File: src/design/fpag_regs.svh
// Register offsets, field positions, reset values and counts of the flash program access gate.
//
// Behaviour
// RQ1: The routine is copied into RAM starting at the download destination address.
// RQ2: Software reserves at least 128 bytes of stack for the downloaded routine.
// RQ3: Writing 1 to the download start bit maps the embedded storage bank.
// RQ4: Flash stays readable until the download result is decided.
// RQ5: All flash accesses are blocked while programming or erasure runs.
// RQ6: After programming or erasure, flash stays blocked until the key register clears.
// RQ7: Reset after programming must be held low longer than 100 microseconds.
// RQ8: Software never resets the chip while programming or erasure runs.
// RQ9: A program-data source inside flash aborts programming and reports an error.
// RQ10: In user boot mode, software switches arrays from RAM via array select.
// RQ11: Key A5 precedes download, key 5A precedes operations, then the key clears.
// RQ12: Code, vectors and handlers reside outside flash during programming or erasure.
`ifndef FPAG_REGS_SVH
`define FPAG_REGS_SVH
// ----------------------------------------------------------------
// Register offsets (byte addresses).
// ----------------------------------------------------------------
`define FPAG_OFF_KEY 8'h00
`define FPAG_OFF_CCS 8'h04
`define FPAG_OFF_DEST 8'h08
`define FPAG_OFF_ASEL 8'h0C
`define FPAG_OFF_SRC 8'h10
`define FPAG_OFF_OPCTL 8'h14
`define FPAG_OFF_ISTAT 8'h18
`define FPAG_OFF_ICLR 8'h1C
`define FPAG_OFF_IEN 8'h20
// ----------------------------------------------------------------
// Field positions, key values, reset values and counts.
// ----------------------------------------------------------------
`define FPAG_CCS_START 0
`define FPAG_CCS_BUSY 1
`define FPAG_CCS_DONE 2
`define FPAG_OP_PROG 0
`define FPAG_OP_ERASE 1
`define FPAG_OP_BUSY 2
`define FPAG_OP_ERR 3
`define FPAG_OP_BLOCK 4
`define FPAG_IRQ_DL 0
`define FPAG_IRQ_OP 1
`define FPAG_IRQ_SRC 2
`define FPAG_KEY_DL 8'hA5
`define FPAG_KEY_OP 8'h5A
`define FPAG_KEY_RST 8'h00
`define FPAG_DEST_RST 32'h0000_0000
`define FPAG_FLASH_LO 32'h0000_0000
`define FPAG_FLASH_HI 32'h0003_FFFF
`define FPAG_ROUTINE_WORDS 5'h10
`endif

File: src/design/fpag_pkg.sv
// Types shared by the flash program access gate.
package fpag_pkg;
	// Sequencer states.
	typedef enum logic [1:0] {ST_IDLE, ST_DL_RUN, ST_OP_RUN} fpag_state_type;
	// Mapped flash bank codes.
	typedef enum logic [1:0] {BANK_USER, BANK_BOOT, BANK_EMB} fpag_bank_type;
	// Captured AHB address phase.
	typedef struct packed {
		logic valid;
		logic write;
		logic [7:0] addr;
	} fpag_aph_type;
	// Write port into on-chip RAM.
	typedef struct packed {
		logic we;
		logic [31:0] addr;
		logic [31:0] data;
	} fpag_ram_wr_type;
endpackage

File: src/design/fpag_gate.sv
// Flash access gate, bank switch and routine download sequencer with AHB-Lite registers.
//
// Implementation choices: the AHB-Lite interface to the registers and the placing of the registers.
`timescale 1ns/1ns
`include "fpag_regs.svh"
module fpag_gate (
	input wire logic ref_clk, // System clock, 100 MHz.
	input wire logic reset, // Synchronous reset, active high.
	input wire logic ce, // Clock enable; all state holds while low.
	input wire logic hsel, // AHB slave select.
	input wire logic [1:0] htrans, // AHB transfer type.
	input wire logic [31:0] haddr, // AHB address.
	input wire logic hwrite, // AHB write flag.
	input wire logic [2:0] hsize, // AHB size, word only.
	input wire logic [31:0] hwdata, // AHB write data.
	input wire logic hready, // AHB bus ready.
	output logic hreadyout, // Slave ready, always high.
	output logic hresp, // Slave response, always OKAY.
	output logic [31:0] hrdata, // Read data.
	input wire logic [31:0] emb_rd_data, // Embedded routine word at emb_rd_addr.
	output logic [4:0] emb_rd_addr, // Embedded routine word index.
	output fpag_pkg::fpag_ram_wr_type ram_wr, // RAM write port for the routine.
	output fpag_pkg::fpag_bank_type bank_sel, // Mapped flash bank.
	output logic flash_block, // High while CPU flash access is refused.
	output logic flash_op_start, // One-cycle start pulse to the flash macro.
	output logic flash_op_erase, // Operation kind: 1 erase, 0 program.
	input wire logic flash_op_done, // One-cycle done pulse from the flash macro.
	output logic irq // Level interrupt.
);
	fpag_pkg::fpag_state_type state_reg;
	fpag_pkg::fpag_aph_type aph_reg;
	fpag_pkg::fpag_ram_wr_type ram_reg;
	logic [7:0] key_reg;
	logic [31:0] dest_reg, src_reg, hrdata_reg;
	logic asel_reg, dl_done_reg, op_err_reg, blk_hold_reg, op_start_reg, op_erase_reg;
	logic [2:0] ista_reg, ien_reg, ev;
	logic [4:0] idx_reg;
	logic dl_go, op_go, prog_req, erase_req, src_in_flash, dl_done_ev, op_done_ev, src_err_ev;

	// ----------------------------------------------------------------
	// Bus slave.
	// ----------------------------------------------------------------
	// True when a data-phase write targets the given offset.
	function automatic logic wr_hit(input fpag_pkg::fpag_aph_type a, input logic [7:0] off);
		wr_hit = a.valid && a.write && (a.addr == off);
	endfunction

	// Zero wait states: every transfer finishes in its first data-phase cycle.
	assign hreadyout = 1'b1;
	assign hresp = 1'b0;
	assign hrdata = hrdata_reg;

	// Capture the address phase and prepare read data for the data phase.
	always_ff @(posedge ref_clk) begin
		if (reset) begin
			aph_reg <= '0;
			hrdata_reg <= 32'h0000_0000;
		end else if (ce) begin
			aph_reg.valid <= hsel && htrans[1] && hready;
			aph_reg.write <= hwrite;
			aph_reg.addr <= haddr[7:0];
			if (hsel && htrans[1] && hready && !hwrite) begin
				unique case (haddr[7:0])
					`FPAG_OFF_KEY: hrdata_reg <= {24'h00_0000, key_reg};
					`FPAG_OFF_CCS: hrdata_reg <= {29'h0, dl_done_reg,
						state_reg == fpag_pkg::ST_DL_RUN, 1'b0};
					`FPAG_OFF_DEST: hrdata_reg <= dest_reg;
					`FPAG_OFF_ASEL: hrdata_reg <= {31'h0, asel_reg};
					`FPAG_OFF_SRC: hrdata_reg <= src_reg;
					`FPAG_OFF_OPCTL: hrdata_reg <= {27'h0, flash_block, op_err_reg,
						state_reg == fpag_pkg::ST_OP_RUN, 2'b00};
					`FPAG_OFF_ISTAT: hrdata_reg <= {29'h0, ista_reg};
					`FPAG_OFF_IEN: hrdata_reg <= {29'h0, ien_reg};
					default: hrdata_reg <= 32'h0000_0000;
				endcase
			end
		end
	end

	// ----------------------------------------------------------------
	// Software registers.
	// ----------------------------------------------------------------
	// The destination is frozen during a download so the reserved RAM window cannot move.
	always_ff @(posedge ref_clk) begin
		if (reset) begin
			key_reg <= `FPAG_KEY_RST;
			dest_reg <= `FPAG_DEST_RST;
			src_reg <= 32'h0000_0000;
			asel_reg <= 1'b0;
			ien_reg <= 3'h0;
		end else if (ce) begin
			if (wr_hit(aph_reg, `FPAG_OFF_KEY))
				key_reg <= hwdata[7:0];
			if (wr_hit(aph_reg, `FPAG_OFF_DEST) && state_reg != fpag_pkg::ST_DL_RUN)
				dest_reg <= hwdata; // [RQ1]
			if (wr_hit(aph_reg, `FPAG_OFF_SRC))
				src_reg <= hwdata;
			if (wr_hit(aph_reg, `FPAG_OFF_ASEL))
				asel_reg <= hwdata[0];
			if (wr_hit(aph_reg, `FPAG_OFF_IEN))
				ien_reg <= hwdata[2:0];
		end
	end

	// ----------------------------------------------------------------
	// Start decoding.
	// ----------------------------------------------------------------
	// Starts are honoured only from idle and with the matching key value.
	assign dl_go = wr_hit(aph_reg, `FPAG_OFF_CCS) && hwdata[`FPAG_CCS_START]
		&& key_reg == `FPAG_KEY_DL && state_reg == fpag_pkg::ST_IDLE;
	assign prog_req = wr_hit(aph_reg, `FPAG_OFF_OPCTL) && hwdata[`FPAG_OP_PROG];
	assign erase_req = wr_hit(aph_reg, `FPAG_OFF_OPCTL) && hwdata[`FPAG_OP_ERASE];
	assign src_in_flash = src_reg >= `FPAG_FLASH_LO && src_reg <= `FPAG_FLASH_HI;
	assign src_err_ev = prog_req && !erase_req && src_in_flash && key_reg == `FPAG_KEY_OP
		&& state_reg == fpag_pkg::ST_IDLE; // [RQ9]
	assign op_go = (erase_req || (prog_req && !src_in_flash)) && key_reg == `FPAG_KEY_OP
		&& state_reg == fpag_pkg::ST_IDLE;
	assign dl_done_ev = state_reg == fpag_pkg::ST_DL_RUN && idx_reg == `FPAG_ROUTINE_WORDS;
	assign op_done_ev = state_reg == fpag_pkg::ST_OP_RUN && flash_op_done;

	// ----------------------------------------------------------------
	// Sequencer and routine copy.
	// ----------------------------------------------------------------
	// One word per cycle moves from embedded storage into RAM at the destination window.
	always_ff @(posedge ref_clk) begin
		if (reset) begin
			state_reg <= fpag_pkg::ST_IDLE;
			idx_reg <= 5'h00;
			ram_reg <= '0;
			op_start_reg <= 1'b0;
			op_erase_reg <= 1'b0;
		end else if (ce) begin
			op_start_reg <= op_go;
			ram_reg.we <= 1'b0;
			unique case (state_reg)
				fpag_pkg::ST_IDLE: begin
					idx_reg <= 5'h00;
					if (dl_go) begin
						state_reg <= fpag_pkg::ST_DL_RUN;
					end else if (op_go) begin
						state_reg <= fpag_pkg::ST_OP_RUN;
						op_erase_reg <= erase_req;
					end
				end
				fpag_pkg::ST_DL_RUN: begin
					if (dl_done_ev) begin
						state_reg <= fpag_pkg::ST_IDLE;
					end else begin
						ram_reg.we <= 1'b1; // [RQ1]
						ram_reg.addr <= dest_reg + {25'h000_0000, idx_reg, 2'b00};
						ram_reg.data <= emb_rd_data;
						idx_reg <= idx_reg + 5'h01;
					end
				end
				fpag_pkg::ST_OP_RUN: begin
					if (op_done_ev)
						state_reg <= fpag_pkg::ST_IDLE;
				end
			endcase
		end
	end

	// Download result and operation error flags; a new start clears the old result.
	always_ff @(posedge ref_clk) begin
		if (reset) begin
			dl_done_reg <= 1'b0;
			op_err_reg <= 1'b0;
		end else if (ce) begin
			if (dl_done_ev)
				dl_done_reg <= 1'b1;
			else if (dl_go)
				dl_done_reg <= 1'b0;
			if (src_err_ev)
				op_err_reg <= 1'b1; // [RQ9]
			else if (op_go)
				op_err_reg <= 1'b0;
		end
	end

	// ----------------------------------------------------------------
	// Flash access gating and bank mapping.
	// ----------------------------------------------------------------
	// The block outlives the operation until software writes the key back to zero.
	always_ff @(posedge ref_clk) begin
		if (reset)
			blk_hold_reg <= 1'b0;
		else if (ce)
			blk_hold_reg <= op_done_ev || (blk_hold_reg && key_reg != `FPAG_KEY_RST); // [RQ6]
	end

	// Download leaves flash open; only a running operation or the hold closes it.
	assign flash_block = state_reg == fpag_pkg::ST_OP_RUN || blk_hold_reg; // [RQ4] [RQ5] [RQ6]
	// The embedded bank is mapped for the whole download, then the selected array returns.
	assign bank_sel = (state_reg == fpag_pkg::ST_DL_RUN) ? fpag_pkg::BANK_EMB
		: (asel_reg ? fpag_pkg::BANK_BOOT : fpag_pkg::BANK_USER); // [RQ3]
	assign emb_rd_addr = idx_reg;
	assign ram_wr = ram_reg;
	assign flash_op_start = op_start_reg;
	assign flash_op_erase = op_erase_reg;

	// ----------------------------------------------------------------
	// Interrupts.
	// ----------------------------------------------------------------
	// A new event in the clearing cycle survives because the set term is ORed last.
	assign ev = {src_err_ev, op_done_ev, dl_done_ev};
	always_ff @(posedge ref_clk) begin
		if (reset)
			ista_reg <= 3'h0;
		else if (ce)
			ista_reg <= (ista_reg & ~(wr_hit(aph_reg, `FPAG_OFF_ICLR) ? hwdata[2:0] : 3'h0)) | ev;
	end
	assign irq = |(ista_reg & ien_reg);
endmodule

File: config.mk
export PLATFORM = sky130hd
export DESIGN_NAME = fpag_gate
export DESIGN_NICKNAME = d
export VERILOG_FILES = /design/src/design/fpag_pkg.sv /design/src/design/fpag_gate.sv
export VERILOG_INCLUDE_DIRS = /design/src /design/src/design
export SDC_FILE = /design/constraint.sdc
export NUM_CORES = 1
export LEC_CHECK = 0
export ABC_CLOCK_PERIOD_IN_PS = 2350
export BUFFER_PORTS_ARGS = -buffer_cell sky130_fd_sc_hd__buf_2
export CORE_MARGIN = 2
export CORE_UTILIZATION = 48
export CTS_CLUSTER_SIZE = 40
export DETAILED_ROUTE_END_ITERATION = 10
export PLACE_DENSITY = 0.76
export SKIP_CTS_REPAIR_TIMING = 1
export SYNTH_ARGS = -nofsm -noshare
export SYNTH_HDL_FRONTEND = slang
export SYNTH_SLANG_ARGS = --single-unit
export TNS_END_PERCENT = 100
File: constraint.sdc
create_clock -name ref_clk -period 2.35 [get_ports ref_clk]
set_input_delay 0.1175 -clock ref_clk [delete_from_list [all_inputs] [get_ports ref_clk]]
set_output_delay 0.1175 -clock ref_clk [all_outputs]
set_load 0.1 [all_outputs]
==> metrics.md <==
| Metric | Value |
|---|---|
| Flip-flop and latch area | `3976 um2` |
| Post-synth top area cell | `dfxtp_1` |
| Setup Crit Path Kind | `reg -> reg` |
| Syn_area_per_cell | `8.327 um2` |
| Outcome | `finished with violations` |
| Setup tns final | `0 ns` |
| Initial Util | `49.39%` |
| Slew @ Worst Pin | `0.5178 ns` |
| Count of final hold-check violations | `2` |
| CTS buffer count | `17` |
| DR WL/cell | `16.80 um` |
| Worst vdd ir | `558.1 uV` |
| Synthesized net count | `1,152` |
| Seq/Total Area, Yosys | `46.08%` |
| CP max stage cell | `dfxtp_4` |
| Drt pass-1 iters | `6` |
| Main flop type after synthesis | `dfxtp_1` |
| MaxCap Viol Count | `0` |
| Remaining DRCs | `0` |
| Static Leak | `0.004339 uW` |
| Synth Cell Area | `8602 um2` |
| Antenna-violating nets left | `0` |
| Clk buf depth | `2` |
| Post-DR vias/cell | `5.575` |
| Netlist cell types | `75` |
| I/O Buffers | `187` |
| Failing checks | `negative hold slack` |
| Post-layout minimum cycle time | `2.154 ns` |
| Share of cells above drive strength 1 | `23.40%` |
| CP Launch Type | `flip-flop` |
| Antenna violations before repair | `0` |
| Drt initial violations | `667` |
| Overall Global Routing Usage | `25.20%` |
| Die height | `137.9 um` |
| RSZ-0062 raised after global routing | `false` |
| Rows | `48` |
| Fmax | `464.3 MHz` |
| Gpl congestion | `0.9135` |
| Wirelength, routed | `25,100 um` |
| Placement Setup Slack | `0.1853 ns` |
| Nets | `1,375` |
| Gr ovfl total | `0` |
| Min-Delay Path Class | `in -> reg` |
| Cells after synthesis | `1,033` |
| Largest cells by area after synthesis | `dfxtp_1 46%, nand2_1 11%, a21oi_1 7.3%` |
| Crit path max fanout | `13` |
| Clock sink count | `198` |
| Synth warn | `0` |
| Detail Placement HPWL | `16,590 um` |
| Cell chain of the critical path | `ha_4, inv_1, fa_2, nor2b_1, o21ai_0, a21boi_1, buf_4, o2111ai_1, xor2_1, a211oi_1` |
| Final worst setup slack | `0.1964 ns` |
| Vias in the first global route | `7,419` |
| CTS Root Cell | `clkbuf_16` |
| Post-synth EDFFs | `0` |
| Multi-input combinational cell area | `4264 um2` |
| Seq cells post-synth | `198` |
| Max reg flops | `65` |
| Hold slack | `-0.007582 ns` |
| Clock Pin Slew Worst Setup and Hold Paths | `0.07 ns` |
| Pins over their slew limit | `0` |
| Slew margin rel. | `65.72%` |
| Async SR Flop Fraction | `0%` |
| CP Data Arrival Time | `2.50 ns` |
| Endpoints failing setup | `0` |
| Worst skew pair latency | `0.44 ns` |
| Worst clock skew | `0.01282 ns` |
| Global-route wire length before repair | `37,800 um` |
| Filler cells | `1,498` |
| CP required | `2.69 ns` |
| Area growth from synthesis to layout | `27.99%` |
| Io pins | `218` |
| Crit share post-route | `91.64%` |
| Worst path max stage delay | `0.39 ns` |
| DIE AREA | `19,010 um2` |
| PD cells | `619.2 nW/um2` |
| CTS tree | `done` |
| Crit. End Element | `flip-flop` |
| Synth top area share | `46.08%` |
| Die width | `137.9 um` |
| Core area | `17,420 um2` |
| # H-tree levels | `4` |
| DR vias | `8,329` |
| Diode count | `0` |
| Pin count of the biggest net entering global routing | `63` |
==> where the power goes <==
group          internal, uW  switching, uW  leakage, uW
clock network          1600           1380     0.000286
registers              3370           15.7      0.00160
logic                   175            277      0.00245
total                  5140           1670      0.00434
==> synth_stat cells (3+ instances only) <==
cell / number
a221oi_1: 24
and3_1: 12
nor3_2: 6
or3_1: 10
o211ai_1: 7
nand3_1: 17
nor4_1: 4
o21ai_0: 15
a211oi_2: 7
nand2_1: 243
a311oi_1: 8
o2111ai_1: 3
clkbuf_1: 44
or4_1: 3
buf_4: 10
xor2_1: 14
a211oi_1: 16
buf_6: 3
nor2b_1: 3
nor3b_1: 3
ha_1: 10
xnor2_1: 9
nand4_1: 4
dfxtp_1: 198
nor2_1: 82
nor3_1: 36
a32oi_1: 4
buf_2: 16
mux2i_1: 19
inv_1: 14
a31oi_1: 4
a22oi_1: 5
nand4_2: 3
nand3b_1: 4
a21oi_1: 126
==> path summary, 6_finish.rpt <==
path                endpoint      startpoint  depth (start not counted)  slack (ns)
setup / recovery  ram_wr[52]  emb_rd_addr[0]                         10        0.20
setup reg to reg  ram_wr[52]  emb_rd_addr[0]                         10        0.20
hold reg to reg   ram_wr[39]      ram_wr[39]                          2        0.45
hold / removal    aph_reg[8]          hwrite                          3      -0.008
==> layout by cell type (no fill, tap or decap), types with 9 or more instances in the layout <==
cell,count
dfxtp_1,192
a21oi_1,126
buf_2,186
nor3_1,36
a211oi_1,15
and3_1,12
nand2_1,243
xor2_1,14
inv_1,14
dlygate4sd3_1,62
or3_1,10
xnor2_1,9
clkbuf_16,17
o21ai_0,15
buf_4,26
a221oi_1,24
nor2_1,82
nand3_1,17
mux2i_1,19
==> stage by stage <==
stage	instance area (um2)	util, %	power [uW]	instances
5_1_grt	11010	63.21	7034	1494
3_5_place_dp	9787	56.19	3831	1400
6_report	11010	63.21	6817	1494
4_1_cts	10380	59.60	6776	1432
3_3_place_gp	9787	56.19	3826	1400
2_1_floorplan	8633	-	3680	1033
==> cell families after synthesis <==
logic type	count (synthesis)	synth area share (%)
flip-flops	198	46.08
AO/OA/AOI/OAI	236	17.69
other	2	0.08731
adder cells (fa/ha/maj)	11	1.687
XOR/XNOR	23	2.342
multiplexers	21	2.473
AND/OR/NAND/NOR	452	24.79
buffers and inverters	90	4.858
==> routing by layer <==
layer | part of all wire [%] | global-route usage (%) | vias to the layer above
met4 | 1.4 | 7.483 | 0
met1 | 42 | 32.16 | 3937
met5 | 0 | 0 | -
li1 | - | - | 4052
met3 | 6.9 | 5.482 | 28
met2 | 50 | 42.77 | 312
==> worst max-delay path: cells and delay by family (launching register included) <==
kind	cells	cell delay (ns)
AOI/OAI and AO/OA	4	0.63
xor gates and xnor gates	1	0.18
DFF	1	0.39
buffers and inverters	2	0.26
and+or+nand+nor	1	0.11
adders and majority gates	2	0.49
==> cell type report <==
type	count	share of cell area (%)
clock inverters	15	1.523
repair buffers	279	16.70
inverters	15	0.5114
clock buffers	17	3.864
flip-flops and latches	198	36.12
well taps	225	2.557
multi-input cells	745	38.73
Note: power is estimated with default switching activity, not from simulation.
